**config.mk**
```make
export PLATFORM = sky130hd
export DESIGN_NAME = stl_ctrl_flat
export DESIGN_NICKNAME = d
export VERILOG_FILES = /design/src/shared/stl_pkg.sv /design/src/shared/stl_link_if.sv /design/src/rtl/stl_ctrl.sv /design/src/flat_wrapper.sv
export VERILOG_INCLUDE_DIRS = /design/src /design/src/shared
export SDC_FILE = /design/constraint.sdc
export NUM_CORES = 1
export LEC_CHECK = 0
export ABC_AREA = 1
export ABC_CLOCK_PERIOD_IN_PS = 3700
export BUFFER_PORTS_ARGS = -buffer_cell sky130_fd_sc_hd__buf_2
export CAP_MARGIN = 15
export CORE_MARGIN = 2
export CORE_UTILIZATION = 44
export CTS_CLUSTER_SIZE = 10
export DETAILED_ROUTE_END_ITERATION = 16
export PLACE_DENSITY = 0.71
export SLEW_MARGIN = 5
export SYNTH_ARGS = -nofsm -noshare
export SYNTH_HDL_FRONTEND = slang
export SYNTH_SLANG_ARGS = --single-unit
```
**constraint.sdc**
```tcl
create_clock -name CLK_I -period 3.7 [get_ports CLK_I]
set_clock_uncertainty 0.05 [all_clocks]
set_input_delay 0.185 -clock CLK_I [delete_from_list [all_inputs] [get_ports CLK_I]]
set_output_delay 0.185 -clock CLK_I [all_outputs]
set_load 0.005 [all_outputs]
```
**src/shared/stl_cfg.svh**
```systemverilog
/*
  Constants of the step pulse tape command link: track limits, pulse
  counts and timing counts at the 25 MHz system clock.
  Assumes both ends share one clock and include this header by name.
*/
`ifndef STL_CFG_SVH
`define STL_CFG_SVH

`define STL_CLK_HZ        25000000
`define STL_MS_CYC        (`STL_CLK_HZ / 1000)
`define STL_TRK_W         7
`define STL_TMR_W         20
`define STL_MID_TRACK     7'h26
`define STL_MAX_TRACK     7'h4d
`define STL_PAUSE_PULSES  7'h03
`define STL_RECAL_PULSES  7'h01
`define STL_BUSY_MS       13
`define STL_BUSY_CYC      (`STL_BUSY_MS * `STL_MS_CYC)
`define STL_GAP_MS        16
`define STL_GAP_CYC       (`STL_GAP_MS * `STL_MS_CYC)
`define STL_CHK_MARGIN    16
`define STL_ID_BLOCKS     2
`define STL_STEP_MS_RST   4'h3
`define STL_HLOAD_RST     7'h01
`define STL_HUNLOAD_RST   4'h1
`define STL_DMA_RST       1'b1

`endif

```
**src/shared/stl_pkg.sv**
```systemverilog
/*
  Types shared by both ends of the step pulse tape command link.
  Assumes nothing beyond a SystemVerilog compiler.
*/
package stl_pkg;

  typedef logic [6:0] stl_track_type;

  typedef enum logic [1:0] {
    CK_PLAIN,
    CK_RECAL,
    CK_REPORT
  } stl_kind_type;

  typedef enum logic [2:0] {
    HS_IDLE,
    HS_STEP,
    HS_CHK_BUSY,
    HS_WAIT13,
    HS_ID_WAIT
  } stl_host_state_type;

endpackage

```
**src/shared/stl_link_if.sv**
```systemverilog
/*
  The link between the controlling side and the emulating tape drive.
  Assumes one clock domain; all signals are plain levels or one-cycle
  pulses of that clock.
*/
`timescale 1ns/1ps
`default_nettype none

interface stl_link_if;
  logic step;     // Step pulse, one cycle high per step.
  logic dir_in;   // Direction, high when stepping toward higher tracks.
  logic busy;     // Drive busy.
  logic index;    // Index pulse, one per tape block.
  logic rdata;    // Header read data, one cycle per header seen at low speed.
  logic track0;   // Track zero status.
  logic wprot;    // Write protect status.

  modport drive (
    input  step,
    input  dir_in,
    output busy,
    output index,
    output rdata,
    output track0,
    output wprot
  );

  modport ctrl (
    output step,
    output dir_in,
    input  busy,
    input  index,
    input  rdata,
    input  track0,
    input  wprot
  );
endinterface

`default_nettype wire

```
**src/rtl/stl_ctrl.sv**
```systemverilog
/*
  Controlling end: issues drive commands as relative seeks while keeping
  a shadow of the controller track, recalibrates, checks busy times,
  positions the tape by ID reads and senses drive status.
  Assumes the drive end on the same clock and user strobes of one cycle
  given only while DONE has not yet been owed.
*/
// Behaviour
// - Keep a shadow of the controller track
// - Command of n pulses seeks shadow plus/minus n
// - Seek targets stay within tracks 0 to 77
// - Add below 38, subtract at or above
// - Slow-speed ID read returns next header
// - Fast-speed ID read times out after two blocks
// - Drive suppresses read data at high speed
// - Count each timeout as two blocks, reissue
// - Recalibrate resynchronises shadow after outside change
// - Check drive goes busy after recalibrate
// - Wait 13 ms then sample busy after report
// - Read track zero and write protect status
// - Program step rate, head times, DMA mode
`timescale 1ns/1ps
`default_nettype none
`include "stl_cfg.svh"

module stl_ctrl #(
  parameter int GAP_CYC  = `STL_GAP_CYC,
  parameter int BUSY_CYC = `STL_BUSY_CYC
) (
  input  wire logic           CLK_I,          // System clock.
  input  wire logic           RST_I,          // Asynchronous reset.
  stl_link_if.ctrl            link,           // Link to the drive.
  input  wire logic           CFG_LOAD_I,     // Load configuration.
  input  wire logic [3:0]     STEP_MS_I,      // Step interval in ms.
  input  wire logic [6:0]     HEAD_LOAD_I,    // Head load time.
  input  wire logic [3:0]     HEAD_UNLOAD_I,  // Head unload time.
  input  wire logic           DMA_MODE_I,     // DMA mode select.
  input  wire logic           CMD_I,          // Send a plain command.
  input  wire logic           REPORT_I,       // Send a report command.
  input  wire stl_pkg::stl_track_type CMD_PULSES_I, // Pulses to send.
  input  wire logic           RECAL_I,        // Recalibrate.
  input  wire logic           EXT_CHANGE_I,   // Track moved elsewhere.
  input  wire logic           ID_READ_I,      // Start an ID read.
  input  wire logic [7:0]     POS_BLOCKS_I,   // Blocks to pass, 0 fine.
  input  wire logic           SENSE_I,        // Sense drive status.
  output logic                DONE_O,         // Operation done pulse.
  output logic                ERR_O,          // Operation failed pulse.
  output logic                BUSY_STAT_O,    // Sampled busy status.
  output logic                TRACK0_O,       // Sensed track zero.
  output logic                WPROT_O,        // Sensed write protect.
  output logic                ID_FOUND_O,     // Header found.
  output logic [7:0]          BLOCKS_O,       // Blocks counted passed.
  output stl_pkg::stl_track_type SHADOW_O,    // Shadow track.
  output logic [6:0]          HEAD_LOAD_O,    // Programmed head load.
  output logic [3:0]          HEAD_UNLOAD_O,  // Programmed head unload.
  output logic                DMA_MODE_O,     // Programmed DMA mode.
  output logic                SYNC_LOST_O     // Shadow not trusted.
);
  import stl_pkg::*;

  stl_host_state_type    state;
  stl_kind_type          kind;
  logic [3:0]            step_ms;
  logic [`STL_TMR_W-1:0] step_cyc;
  logic [`STL_TMR_W-1:0] tmr;
  stl_track_type         left;
  stl_track_type         target;
  stl_track_type         next_target;
  logic                  next_dir_in;
  logic [7:0]            pos_goal;
  logic                  idx_q;
  logic                  idx_cnt;
  logic                  idx_rise;
  logic                  start_cmd;
  logic                  bad_cmd;

  assign step_cyc  = `STL_TMR_W'(step_ms) * `STL_TMR_W'(`STL_MS_CYC);
  assign idx_rise  = link.index && !idx_q;
  assign start_cmd = (state == HS_IDLE) && !CFG_LOAD_I && !RECAL_I &&
                     (CMD_I || REPORT_I);
  assign bad_cmd   = SYNC_LOST_O || (CMD_PULSES_I == 7'h00) ||
                     (CMD_PULSES_I > `STL_MID_TRACK);

  // ==========================================================
  // Seek target from the shadow track
  always_comb begin
    if (SHADOW_O < `STL_MID_TRACK) begin
      next_target = SHADOW_O + CMD_PULSES_I;
      next_dir_in = 1'b1;
    end else begin
      next_target = SHADOW_O - CMD_PULSES_I;
      next_dir_in = 1'b0;
    end
  end

  // ==========================================================
  // Controller configuration
  always_ff @(posedge CLK_I or posedge RST_I) begin
    if (RST_I) begin
      step_ms       <= `STL_STEP_MS_RST;
      HEAD_LOAD_O   <= `STL_HLOAD_RST;
      HEAD_UNLOAD_O <= `STL_HUNLOAD_RST;
      DMA_MODE_O    <= `STL_DMA_RST;
    end else if (CFG_LOAD_I && state == HS_IDLE) begin
      step_ms       <= (STEP_MS_I == 4'h0) ? 4'h1 : STEP_MS_I;
      HEAD_LOAD_O   <= HEAD_LOAD_I;
      HEAD_UNLOAD_O <= HEAD_UNLOAD_I;
      DMA_MODE_O    <= DMA_MODE_I;
    end
  end

  // ==========================================================
  // Track agreement flag; a new change wins over a recalibrate.
  always_ff @(posedge CLK_I or posedge RST_I) begin
    if (RST_I) begin
      SYNC_LOST_O <= 1'b0;
    end else if (EXT_CHANGE_I) begin
      SYNC_LOST_O <= 1'b1;
    end else if (RECAL_I && state == HS_IDLE && !CFG_LOAD_I) begin
      SYNC_LOST_O <= 1'b0;
    end
  end

  // ==========================================================
  // Command sequencing
  always_ff @(posedge CLK_I or posedge RST_I) begin
    if (RST_I) begin
      state       <= HS_IDLE;
      kind        <= CK_PLAIN;
      tmr         <= '0;
      left        <= 7'h00;
      target      <= 7'h00;
      pos_goal    <= 8'h00;
      idx_q       <= 1'b0;
      idx_cnt     <= 1'b0;
      link.step   <= 1'b0;
      link.dir_in <= 1'b0;
      SHADOW_O    <= 7'h00;
      DONE_O      <= 1'b0;
      ERR_O       <= 1'b0;
      BUSY_STAT_O <= 1'b0;
      TRACK0_O    <= 1'b0;
      WPROT_O     <= 1'b0;
      ID_FOUND_O  <= 1'b0;
      BLOCKS_O    <= 8'h00;
    end else begin
      idx_q     <= link.index;
      link.step <= 1'b0;
      DONE_O    <= 1'b0;
      ERR_O     <= 1'b0;
      case (state)
        HS_IDLE: begin
          if (CFG_LOAD_I) begin
            DONE_O <= 1'b1;
          end else if (RECAL_I) begin
            kind        <= CK_RECAL;
            left        <= `STL_RECAL_PULSES;
            target      <= 7'h00;
            link.dir_in <= 1'b0;
            tmr         <= '0;
            state       <= HS_STEP;
          end else if (start_cmd && bad_cmd) begin
            ERR_O  <= 1'b1;
            DONE_O <= 1'b1;
          end else if (start_cmd) begin
            kind        <= REPORT_I ? CK_REPORT : CK_PLAIN;
            left        <= CMD_PULSES_I;
            target      <= next_target;
            link.dir_in <= next_dir_in;
            tmr         <= '0;
            state       <= HS_STEP;
          end else if (ID_READ_I) begin
            pos_goal   <= POS_BLOCKS_I;
            BLOCKS_O   <= 8'h00;
            idx_cnt    <= 1'b0;
            ID_FOUND_O <= 1'b0;
            state      <= HS_ID_WAIT;
          end else if (SENSE_I) begin
            TRACK0_O <= link.track0;
            WPROT_O  <= link.wprot;
            DONE_O   <= 1'b1;
          end
        end
        HS_STEP: begin
          if (tmr != '0) begin
            tmr <= tmr - `STL_TMR_W'(1);
          end else begin
            link.step <= 1'b1;
            left      <= left - 7'h01;
            tmr       <= step_cyc - `STL_TMR_W'(1);
            if (left == 7'h01) begin
              SHADOW_O <= target;
              if (kind == CK_RECAL) begin
                tmr   <= `STL_TMR_W'(GAP_CYC + `STL_CHK_MARGIN);
                state <= HS_CHK_BUSY;
              end else if (kind == CK_REPORT) begin
                tmr   <= `STL_TMR_W'(BUSY_CYC - 1);
                state <= HS_WAIT13;
              end else begin
                DONE_O <= 1'b1;
                state  <= HS_IDLE;
              end
            end
          end
        end
        HS_CHK_BUSY: begin
          if (link.busy) begin
            BUSY_STAT_O <= 1'b1;
            DONE_O      <= 1'b1;
            state       <= HS_IDLE;
          end else if (tmr == '0) begin
            BUSY_STAT_O <= 1'b0;
            ERR_O       <= 1'b1;
            DONE_O      <= 1'b1;
            state       <= HS_IDLE;
          end else begin
            tmr <= tmr - `STL_TMR_W'(1);
          end
        end
        HS_WAIT13: begin
          if (tmr == '0) begin
            BUSY_STAT_O <= link.busy;
            DONE_O      <= 1'b1;
            state       <= HS_IDLE;
          end else begin
            tmr <= tmr - `STL_TMR_W'(1);
          end
        end
        HS_ID_WAIT: begin
          if (link.rdata) begin
            ID_FOUND_O <= 1'b1;
            DONE_O     <= 1'b1;
            state      <= HS_IDLE;
          end else if (idx_rise && !idx_cnt) begin
            idx_cnt <= 1'b1;
          end else if (idx_rise) begin
            idx_cnt  <= 1'b0;
            BLOCKS_O <= BLOCKS_O + 8'(`STL_ID_BLOCKS);
            if ({1'b0, BLOCKS_O} + 9'(`STL_ID_BLOCKS) >=
                {1'b0, pos_goal}) begin
              DONE_O <= 1'b1;
              state  <= HS_IDLE;
            end
          end
        end
        default: begin
          state <= HS_IDLE;
        end
      endcase
    end
  end

endmodule // stl_ctrl

`default_nettype wire

```
**src/flat_wrapper.sv**
```systemverilog
// flat-port wrapper written by rule: the top's interface ports become plain ports
module stl_ctrl_flat import stl_pkg::*;
#(
  parameter int GAP_CYC  = `STL_GAP_CYC,
  parameter int BUSY_CYC = `STL_BUSY_CYC
)
  (CLK_I, RST_I, CFG_LOAD_I, STEP_MS_I, HEAD_LOAD_I, HEAD_UNLOAD_I, DMA_MODE_I, CMD_I, REPORT_I, CMD_PULSES_I, RECAL_I, EXT_CHANGE_I, ID_READ_I, POS_BLOCKS_I, SENSE_I, DONE_O, ERR_O, BUSY_STAT_O, TRACK0_O, WPROT_O, ID_FOUND_O, BLOCKS_O, SHADOW_O, HEAD_LOAD_O, HEAD_UNLOAD_O, DMA_MODE_O, SYNC_LOST_O, link_step, link_dir_in, link_busy, link_index, link_rdata, link_track0, link_wprot);
  stl_link_if link_i ();
  input  wire logic CLK_I;
  input  wire logic RST_I;
  input  wire logic CFG_LOAD_I;
  input  wire logic [3:0] STEP_MS_I;
  input  wire logic [6:0] HEAD_LOAD_I;
  input  wire logic [3:0] HEAD_UNLOAD_I;
  input  wire logic DMA_MODE_I;
  input  wire logic CMD_I;
  input  wire logic REPORT_I;
  input  wire stl_pkg::stl_track_type CMD_PULSES_I;
  input  wire logic RECAL_I;
  input  wire logic EXT_CHANGE_I;
  input  wire logic ID_READ_I;
  input  wire logic [7:0] POS_BLOCKS_I;
  input  wire logic SENSE_I;
  output logic DONE_O;
  output logic ERR_O;
  output logic BUSY_STAT_O;
  output logic TRACK0_O;
  output logic WPROT_O;
  output logic ID_FOUND_O;
  output logic [7:0] BLOCKS_O;
  output stl_pkg::stl_track_type SHADOW_O;
  output logic [6:0] HEAD_LOAD_O;
  output logic [3:0] HEAD_UNLOAD_O;
  output logic DMA_MODE_O;
  output logic SYNC_LOST_O;
  output wire logic [$bits(link_i.step)-1:0] link_step;
  output wire logic [$bits(link_i.dir_in)-1:0] link_dir_in;
  input wire logic [$bits(link_i.busy)-1:0] link_busy;
  input wire logic [$bits(link_i.index)-1:0] link_index;
  input wire logic [$bits(link_i.rdata)-1:0] link_rdata;
  input wire logic [$bits(link_i.track0)-1:0] link_track0;
  input wire logic [$bits(link_i.wprot)-1:0] link_wprot;
  assign link_step = link_i.step;
  assign link_dir_in = link_i.dir_in;
  assign link_i.busy = link_busy;
  assign link_i.index = link_index;
  assign link_i.rdata = link_rdata;
  assign link_i.track0 = link_track0;
  assign link_i.wprot = link_wprot;
  stl_ctrl #(.GAP_CYC(GAP_CYC), .BUSY_CYC(BUSY_CYC)) u_core (.CLK_I(CLK_I), .RST_I(RST_I), .link(link_i), .CFG_LOAD_I(CFG_LOAD_I), .STEP_MS_I(STEP_MS_I), .HEAD_LOAD_I(HEAD_LOAD_I), .HEAD_UNLOAD_I(HEAD_UNLOAD_I), .DMA_MODE_I(DMA_MODE_I), .CMD_I(CMD_I), .REPORT_I(REPORT_I), .CMD_PULSES_I(CMD_PULSES_I), .RECAL_I(RECAL_I), .EXT_CHANGE_I(EXT_CHANGE_I), .ID_READ_I(ID_READ_I), .POS_BLOCKS_I(POS_BLOCKS_I), .SENSE_I(SENSE_I), .DONE_O(DONE_O), .ERR_O(ERR_O), .BUSY_STAT_O(BUSY_STAT_O), .TRACK0_O(TRACK0_O), .WPROT_O(WPROT_O), .ID_FOUND_O(ID_FOUND_O), .BLOCKS_O(BLOCKS_O), .SHADOW_O(SHADOW_O), .HEAD_LOAD_O(HEAD_LOAD_O), .HEAD_UNLOAD_O(HEAD_UNLOAD_O), .DMA_MODE_O(DMA_MODE_O), .SYNC_LOST_O(SYNC_LOST_O));
endmodule
```
==> flow_metrics.tcl, run 1 <==
set metrics [dict create \
    max_cap_violations 0 \
    num_vias 5633 \
    p_leak_nw 3.80 \
    required_ns 3.89 \
    preCtsSetupSlack_ns 0.524 \
    dpl_cell_area_um2 6790 \
    timing.hold.ws_ns 0.0136 \
    grt_max_degree 48 \
    crit_chain "inv_1 -> ha_1 -> inv_1 -> ha_1 -> ha_1 -> nand2_1 -> nor2_1 -> nor2_1 -> nand2_1 -> nand2_1 -> nand2_1 -> nor2_1 -> nand3_1 -> nor2_1 -> nand3_1 -> nand3_1 -> nand2_1 -> nand2_1 -> nand2_1 -> nand2_1 -> nand2_1" \
    switching_power_mw 1.11 \
    vias_per_cell 5.24 \
    cts_resized 0 \
    cp-end-kind "register" \
    clkPwrFrac 0.305 \
    r2r_slack_ns 0.43 \
    rsz0062_at_grt "no" \
    post-synth-top-area-cell "dfrtp_1" \
    r2r_cells 21 \
    arrival_ns 3.46 \
    min_to "u_core.HEAD_LOAD_O[3]$_DFFE_PP0P_" \
    final_cells 1075 \
    seq_power_share 0.392 \
    ys_seq_elements 88 \
    synth_top_area_frac 0.333 \
    overflow 0 \
    fp.dieW_um 123 \
    r2r_end "u_core.tmr[17]$_DFFE_PP0P_" \
    worst_slew_pin_slew_ns 0.780 \
    slew_headroom 0.480 \
    fillCellCount 1380 \
    cpMaxStageDelayCell "dfrtp_1" \
    nets 978 \
    fmax_mhz 306 \
    initial_utilization 0.450 \
    fin_crit_ns 3.27 \
    min_path_cells 2 \
    die_h_um 123 \
    worst-path-max-fanout 6 \
    status "complete, no violations" \
    layout_setup_ws_ns 0.428 \
    wl_per_cell_um 14.0 \
    drcViolationCount 0 \
    syn_inst 806 \
    r2r-start "u_core.step_ms[2]$_DFFE_PP0P_" \
    clock-sinks 88 \
    crit_top_cell "nand2_1" \
    track_usage 0.213 \
    drv_slew 0 \
    clkTransAtPathRegs_ns 0.07 \
    synth_ff_type "dfrtp_1" \
    start_kind "register" \
    synth_area_leaders "dfrtp_1, nand2_1, ha_1" \
    clockBufferDepth 2 \
    holdBufCountCts 3 \
    final_area_um2 7130 \
    cts_buffers 9 \
    io_buffers 79 \
    hold_class "primary input to register" \
    cts_tree "done" \
    die-area_um2 15200 \
    synth-edff-count 0 \
    postSynthAreaPerCell_um2 7.74 \
    post_cts_buffers 0 \
    power_density_nw_per_um2 434 \
    wirelength_um 15000 \
    synth_area_um2 6240 \
    layout-drive-gt1-share 0.189 \
    hpwl_um 11500 \
    criticalPathCategory "register to register" \
    final_core_util 0.513 \
    power_mw 3.09 \
    first_pass_iters 7 \
    io_pins 81 \
    coreArea_um2 13900 \
    ys_warn_count 0 \
    pwr-share-comb 0.303 \
    vdd_ir_drop_max_mv 0.416 \
    cts-root-buf "clkbuf_16" \
    htree_levels 3 \
    rows 43 \
    yosysUniqueCellTypes 55 \
    hold_start "HEAD_LOAD_I[3]" \
    antenna_found_initial 0 \
    swShare 0.360 \
    setup_violations 0 \
    dp.cells 1056 \
    area_delta_synth_final_pct 14.2 \
    postSynth.asyncResetShare 1.00 \
    clk_latency_ns 0.35 \
    setup_tns_ns 0 \
    diodes 0 \
    syn-num-nets 894 \
    critical_path.max_stage_delay_ns 0.45 \
    grt_pass1_vias 5502 \
    ant_nets 0 \
    finalHoldViolations 0 \
    p_int_mw 1.98 \
    place_congestion 0.914 \
    drtIter0Drc 395 \
    yosysSeqAreaShare 0.354 \
    fin_crit_sh 0.884 \
    grt_pass1_wl_um 25600 \
]
[area by class of cell]
class	count	area, µm²	share of cell area
flip-flops and latches	88	2210	0.310
inverters	119	450	0.0632
repair buffers	86	455	0.0639
clock buffers	9	225	0.0316
well taps	180	225	0.0316
clock inverters	7	77.6	0.0109
multi-input cells	586	3480	0.489
[cell usage after synthesis (all sizes together), types with 2 or more instances]
library cell  instances
nand2               168
inv                 119
nor2                 89
dfrtp                83
o21ai                56
nand3                55
ha                   42
a21oi                39
xor2                 27
mux2                 25
nor3                 17
nand4                13
o22ai                13
buf                  10
dfstp                 5
xnor2                 5
a22oi                 4
a31oi                 4
and3                  4
clkbuf                3
nand3b                3
nor4                  3
a211oi                2
o31ai                 2
o32ai                 2
[cells by family (layout without fill, tap and decap cells)]
logic type,Yosys count,after routing,share of synthesized area
buffers and inverters,132,221,0.0880
other,1,1,0.000601
flip-flops,88,88,0.354
AND/OR/NAND/NOR,355,355,0.258
AO/OA/AOI/OAI,130,130,0.122
adder cells (fa/ha/maj),43,43,0.0874
multiplexers,25,25,0.0451
XOR/XNOR,32,32,0.0449
[layout by cell type, fill, tap and decap left out, drive strengths merged, types with 13 or more instances in the layout]
cell type	n
a21oi	39
buf	83
dfrtp	83
ha	42
inv	120
mux2	25
nand2	168
nand3	55
nand4	13
nor2	89
nor3	17
o21ai	56
o22ai	13
xor2	27
[worst max-delay path by stage]
stage                                       start                    endpoint  slack (ns)  cells after the start
finish              u_core.step_ms[2]$_DFFE_PP0P_  u_core.tmr[17]$_DFFE_PP0P_        0.43                     21
global route        u_core.step_ms[2]$_DFFE_PP0P_  u_core.tmr[17]$_DFFE_PP0P_        0.04                     21
CTS                 u_core.step_ms[2]$_DFFE_PP0P_  u_core.tmr[17]$_DFFE_PP0P_        0.49                     21
detailed placement  u_core.step_ms[2]$_DFFE_PP0P_  u_core.tmr[17]$_DFFE_PP0P_        0.52                     21
global placement    u_core.step_ms[2]$_DFFE_PP0P_  u_core.tmr[17]$_DFFE_PP0P_        0.60                     21
floorplan           u_core.step_ms[1]$_DFFE_PP1P_  u_core.tmr[17]$_DFFE_PP0P_        0.84                     18
[registers in the layout, indices dropped and copies added, names as in the netlist, 2 cells and up]
register and cells:
u_core.BLOCKS_O 7, u_core.HEAD_LOAD_O 7, u_core.HEAD_UNLOAD_O 4, u_core.SHADOW_O 7, u_core.kind 2, u_core.left 7
u_core.pos_goal 8, u_core.state 3, u_core.step_ms 4, u_core.target 7, u_core.tmr 20
[power by group through the flow]
stage / sequential (mW) / combinational [mW] / clock (mW)
after floorplan: 1.19 / 0.721 / 0
after global placement: 1.22 / 0.897 / 0
after detailed placement: 1.22 / 0.921 / 0
after CTS: 1.21 / 0.936 / 0.966
after global routing: 1.23 / 1.09 / 1.01
final: 1.21 / 0.937 / 0.943
[routing by layer]
metal | track usage | routed length (µm) | up-vias | share of wire
li1 | - | - | 2827 | -
met1 | 0.282 | 6790 | 2614 | 0.45
met5 | 0 | 0 | - | 0
met3 | 0.0489 | 921 | 18 | 0.061
met4 | 0.0632 | 241 | 0 | 0.016
met2 | 0.350 | 7080 | 174 | 0.47
[critical path: cells and delay by family, from the launching register on]
| kind | cells | cell delay, ns |
|---|---|---|
| buf+inv | 2 | 0.13 |
| flops | 1 | 0.45 |
| simple gates | 16 | 1.54 |
| fa+ha+maj | 3 | 1.03 |
Power figures use the tool's default switching activity.
==> inputs of run 2 (changes only) <==
- BUFFER_PORTS_ARGS: -buffer_cell sky130_fd_sc_hd__buf_2 -> not set
- DONT_BUFFER_PORTS: not set -> 1
- PLACE_DENSITY: 0.71 -> 0.67
==> flow_metrics.tcl, run 2 (synthesis gave the netlist of run 1 again) <==
set metrics [dict create \
    ff_latch_area_um2 2210 \
    required_ns 3.89 \
    diodes 0 \
    io_buffers 0 \
    p_leak_nw 3.59 \
    cp-end-kind "register" \
    power_density_nw_per_um2 434 \
    hold_class "primary input to register" \
    place_congestion 0.924 \
    critPathTopFamily "simple AND/OR/NAND/NOR gates" \
    max_cap_violations 0 \
    track_usage 0.215 \
    grt_max_degree 34 \
    clock-sinks 88 \
    arrival_ns 3.48 \
    fillCellCount 1332 \
    final_cell_mix "nand2_1, inv_1, dfrtp_1" \
    initial_utilization 0.450 \
    preCtsSetupSlack_ns 0.481 \
    rows 43 \
    critical_path.max_stage_delay_ns 0.59 \
    coreArea_um2 13900 \
    multi_input_area_um2 3480 \
    fmax_mhz 304 \
    path_buf_inv 0 \
    finalHoldViolations 0 \
    overflow 0 \
    layout_setup_ws_ns 0.407 \
    fin_crit_ns 3.29 \
    timing.hold.ws_ns 0.00850 \
    worst_slew_pin_slew_ns 0.545 \
    layout-drive-gt1-share 0.105 \
    cts_buffers 9 \
    num_vias 5456 \
    vias_per_cell 5.30 \
    wirelength_um 14900 \
    start_kind "register" \
    first_pass_iters 5 \
    nets 933 \
    crit_chain "ha_1 -> xor2_1 -> ha_1 -> ha_1 -> nor2_1 -> nand2_1 -> nor2_1 -> nand3_1 -> nor2_1 -> nand3_1 -> nor2_1 -> nand3_1 -> nand3_1 -> nand2_1 -> nand2_1 -> nand2_1 -> nand2_1 -> nand2_1" \
    setup_tns_ns 0 \
    io_pins 81 \
    clkTransAtPathRegs_ns 0.07 \
    drtIter0Drc 472 \
    criticalPathCategory "register to register" \
    die-area_um2 15200 \
    hpwl_um 11300 \
    grt_pass1_wl_um 25900 \
    rsz0062_at_grt "no" \
    cts-root-buf "clkbuf_16" \
    clockBufferDepth 2 \
    antenna_found_initial 0 \
    crit_top_cell "nand2_1" \
    drcViolationCount 0 \
    vdd_ir_drop_max_mv 0.336 \
    setup_violations 0 \
    die_h_um 123 \
    clk_latency_ns 0.34 \
    post_cts_buffers 0 \
    cpMaxStageDelayCell "dfstp_2" \
    fin_crit_sh 0.890 \
    ant_nets 0 \
    htree_levels 3 \
    reg_top3 "u_core.tmr: 20 flops, u_core.pos_goal: 8 flops" \
    largest_register "u_core.tmr" \
    cts_tree "done" \
    largest_register_ffs 20 \
    slew_headroom 0.636 \
    wl_per_cell_um 14.5 \
    worst-path-max-fanout 6 \
    final_common_cell "nand2_1" \
    drv_slew 0 \
    grt_pass1_vias 5372 \
    fp.dieW_um 123 \
    area_delta_synth_final_pct 13.3 \
    status "complete, no violations" \
]
-- run 2: changes by cell type in the layout (fill, tap and decap cells not counted) --
cell and change:
buf_2 -79, inv_6 +2, clkbuf_1 +1, dlygate4sd3_1 +34
clkinv_2 -1, clkinv_4 -2
-- run 2: cell type report --
cell class | instances | area share
inverters | 119 | 0.0637
clock buffers | 10 | 0.0324
flip-flops and latches | 88 | 0.312
repair buffers | 41 | 0.0566
well taps | 180 | 0.0319
multi-input cells | 586 | 0.493
clock inverters | 6 | 0.0103
-- run 2: per-stage QoR --
| step | total power, mW | utilization | cell area (µm²) | instances |
|---|---|---|---|---|
| floorplan | 1.91 | - | 6240 | 806 |
| detailed placement | 2.10 | 0.461 | 6400 | 977 |
| CTS | 3.08 | 0.509 | 7070 | 1030 |
| global route | 3.29 | 0.509 | 7070 | 1030 |
| finish | 3.06 | 0.509 | 7070 | 1030 |
| global placement | 2.08 | 0.461 | 6400 | 977 |
-- run 2: final timing paths --
check | start | endpoint | slack (ns) | cells after the start
max | u_core.step_ms[1]$_DFFE_PP1P_ | u_core.tmr[17]$_DFFE_PP0P_ | 0.41 | 18
min | CMD_PULSES_I[5] | u_core.left[5]$_DFFE_PP0P_ | 0.009 | 2
max reg2reg | u_core.step_ms[1]$_DFFE_PP1P_ | u_core.tmr[17]$_DFFE_PP0P_ | 0.41 | 18
min reg2reg | u_core.pos_goal[6]$_DFFE_PP0P_ | u_core.pos_goal[6]$_DFFE_PP0P_ | 0.46 | 1
max in group asynchronous | RST_I | u_core.step_ms[0]$_DFFE_PP1P_ | 2.50 | 3
min in group asynchronous | RST_I | u_core.pos_goal[2]$_DFFE_PP0P_ | 0.27 | 2
-- run 2: layer usage --
layer	up-vias	GRT usage	wire [µm]
met3	17	0.0581	1050
met1	2533	0.283	6640
li1	2733	-	-
met4	0	0.0526	201
met2	173	0.353	7010
met5	-	0	0
-- run 2: power by group --
part | internal [mW] | switching, mW | total [mW]
registers | 1.09 | 0.124 | 1.22
clock network | 0.534 | 0.403 | 0.937
logic | 0.356 | 0.557 | 0.913
total | 1.98 | 1.08 | 3.06
-- run 2: worst register-to-register path: stages, from the launching register on --
cell,delay (ns)
dfstp_2,0.59
ha_1,0.19
xor2_1,0.16
ha_1,0.29
ha_1,0.34
nor2_1,0.18
nand2_1,0.10
nor2_1,0.24
nand3_1,0.11
nor2_1,0.15
nand3_1,0.12
nor2_1,0.22
nand3_1,0.11
nand3_1,0.09
nand2_1,0.06
nand2_1,0.06
nand2_1,0.05
nand2_1,0.05
nand2_1,0.05
-- run 2: what timing repair did --
item | CTS | global route
resized for setup | 0 | 0
hold endpoints to repair | 65 | 0
hold buffers | 37 | 0
==> inputs of run 3 (changes only) <==
- BUFFER_PORTS_ARGS: not set -> -buffer_cell sky130_fd_sc_hd__buf_2
- DONT_BUFFER_PORTS: 1 -> not set
- PLACE_DENSITY: 0.67 -> 0.71
- REMOVE_ABC_BUFFERS: not set -> 1
==> flow_metrics.tcl, run 3 (synthesis gave the netlist of run 1 again) <==
set metrics [dict create \
    status "complete, no violations" \
    layout-drive-gt1-share 0.187 \
    power_mw 3.10 \
    post_cts_buffers 0 \
    p_leak_nw 3.80 \
    p_int_mw 2.01 \
    first_pass_iters 7 \
    drtIter0Drc 381 \
    path_buf_inv 2 \
    wirelength_um 14800 \
    final_cell_mix "nand2_1, inv_1, dfrtp_1" \
    grt_pass1_vias 5502 \
    seq_power_share 0.390 \
    start_kind "register" \
    critPathTopFamily "simple AND/OR/NAND/NOR gates" \
    setup_tns_ns 0 \
    fin_crit_sh 0.869 \
    timing.hold.ws_ns 0.0115 \
    diodes 0 \
    largest_register "u_core.tmr" \
    worst-path-max-fanout 6 \
    hold_class "primary input to register" \
    grt_pass1_wl_um 25700 \
    fmax_mhz 311 \
    vdd_ir_drop_max_mv 0.225 \
    drv_slew 0 \
    r2r-start "u_core.step_ms[2]$_DFFE_PP0P_" \
    worst_slew_pin_slew_ns 0.520 \
    cts_tree "done" \
    vias_per_cell 5.24 \
    final_area_um2 7120 \
    die_h_um 123 \
    drcViolationCount 0 \
    dpl_cell_area_um2 6790 \
    critical_path.max_stage_delay_ns 0.45 \
    cts-root-buf "clkbuf_16" \
    track_usage 0.213 \
    arrival_ns 3.40 \
    fin_crit_ns 3.21 \
    switching_power_mw 1.09 \
    criticalPathCategory "register to register" \
    area_delta_synth_final_pct 14.2 \
    slew_headroom 0.653 \
    num_vias 5629 \
    crit_top_cell "nand2_1" \
    io_pins 81 \
    reg_top3 "u_core.tmr: 20 flops, u_core.pos_goal: 8 flops" \
    clockBufferDepth 2 \
    wl_per_cell_um 13.8 \
    fp.dieW_um 123 \
    clkTransAtPathRegs_ns 0.06 \
    setup_violations 0 \
    multi_input_area_um2 3480 \
    ant_nets 0 \
    rows 43 \
    overflow 0 \
    largest_register_ffs 20 \
    nets 977 \
    finalHoldViolations 0 \
    htree_levels 3 \
    cts_buffers 9 \
    cp-end-kind "register" \
    clkPwrFrac 0.307 \
    max_cap_violations 0 \
    crit_chain "inv_1 -> ha_1 -> inv_1 -> ha_1 -> ha_1 -> nand2_1 -> nor2_1 -> nor2_1 -> nand2_1 -> nand2_1 -> nand2_1 -> nor2_1 -> nand3_1 -> nor2_1 -> nand3_1 -> nand3_1 -> nand2_1 -> nand2_1 -> nand2_1 -> nand2_1 -> nand2_1" \
    swShare 0.351 \
    hpwl_um 11500 \
    pwr-share-comb 0.304 \
    cpMaxStageDelayCell "dfrtp_1" \
    rsz0062_at_grt "no" \
    clk_latency_ns 0.35 \
    place_congestion 0.882 \
    io_buffers 79 \
    clock-sinks 88 \
    power_density_nw_per_um2 435 \
    coreArea_um2 13900 \
    fillCellCount 1358 \
    required_ns 3.89 \
    crit_start "u_core.step_ms[2]$_DFFE_PP0P_" \
    die-area_um2 15200 \
    ff_latch_area_um2 2210 \
    antenna_found_initial 0 \
    initial_utilization 0.450 \
    hold_start "POS_BLOCKS_I[4]" \
    final_common_cell "nand2_1" \
    grt_max_degree 37 \
]
## run 3: changes by cell type in the layout (fill, tap and decap cells not counted)
cell | before | now
buf_4 | 4 | 3
clkbuf_8 | 0 | 2
clkinvlp_4 | 1 | 0
clkinv_2 | 1 | 2
dlygate4sd3_1 | 37 | 3
buf_2 | 0 | 79
clkinv_4 | 0 | 2
inv_6 | 4 | 0
## run 3: worst paths after layout
check                                                       to  slack, ns  cells past startpoint
max in group asynchronous  u_core.HEAD_UNLOAD_O[0]$_DFFE_PP1P_       2.39                      4
min in group asynchronous    u_core.HEAD_LOAD_O[2]$_DFFE_PP0P_       0.37                      3
hold / removal                  u_core.pos_goal[4]$_DFFE_PP0P_       0.01                      2
hold reg to reg                 u_core.BUSY_STAT_O$_DFFE_PP0P_       0.45                      1
setup / recovery                    u_core.tmr[17]$_DFFE_PP0P_       0.49                     21
setup reg to reg                    u_core.tmr[17]$_DFFE_PP0P_       0.49                     21
## run 3: worst register-to-register path, stage by stage (launching register included)
cell and delay (ns):
dfrtp_1 0.45, inv_1 0.09, ha_1 0.28, inv_1 0.04
ha_1 0.35, ha_1 0.39, nand2_1 0.12, nor2_1 0.05
nor2_1 0.15, nand2_1 0.10, nand2_1 0.06, nand2_1 0.06
nor2_1 0.13, nand3_1 0.10, nor2_1 0.22, nand3_1 0.10
nand3_1 0.10, nand2_1 0.05, nand2_1 0.05, nand2_1 0.04
nand2_1 0.05, nand2_1 0.05
## run 3: cell type report
class                   instances  share of cell area
multi-input cells             586               0.489
flip-flops and latches         88               0.310
inverters                     119              0.0632
repair buffers                 85              0.0629
clock buffers                  12              0.0360
well taps                     180              0.0316
clock inverters                 4             0.00738
## run 3: per-layer routing
| metal | GRT usage | up-vias | routed length, µm |
|---|---|---|---|
| met4 | 0.0810 | 0 | 339 |
| met5 | 0 | - | 0 |
| met3 | 0.0318 | 31 | 685 |
| li1 | - | 2819 | - |
| met1 | 0.284 | 2646 | 6820 |
| met2 | 0.349 | 133 | 6940 |
## run 3: timing repair
action                    4_1_cts  5_1_grt
resized for setup               0        0
hold endpoints to repair       31        0
hold buffers                    3        0
## run 3: metrics by stage
stage	utilization	worst slack [ns]	instances
after floorplan	-	0.839	793
after global placement	0.489	0.582	1055
after detailed placement	0.489	0.528	1055
after CTS	0.513	0.511	1074
after global routing	0.513	0.0520	1074
final	0.513	0.485	1074
## run 3: power by group through the flow
stage	registers, mW	logic (mW)	clock network [mW]
6_report	1.21	0.941	0.950
5_1_grt	1.22	1.08	1.01
4_1_cts	1.20	0.937	0.965
3_3_place_gp	1.22	0.906	0
3_5_place_dp	1.22	0.925	0
2_1_floorplan	1.19	0.717	0
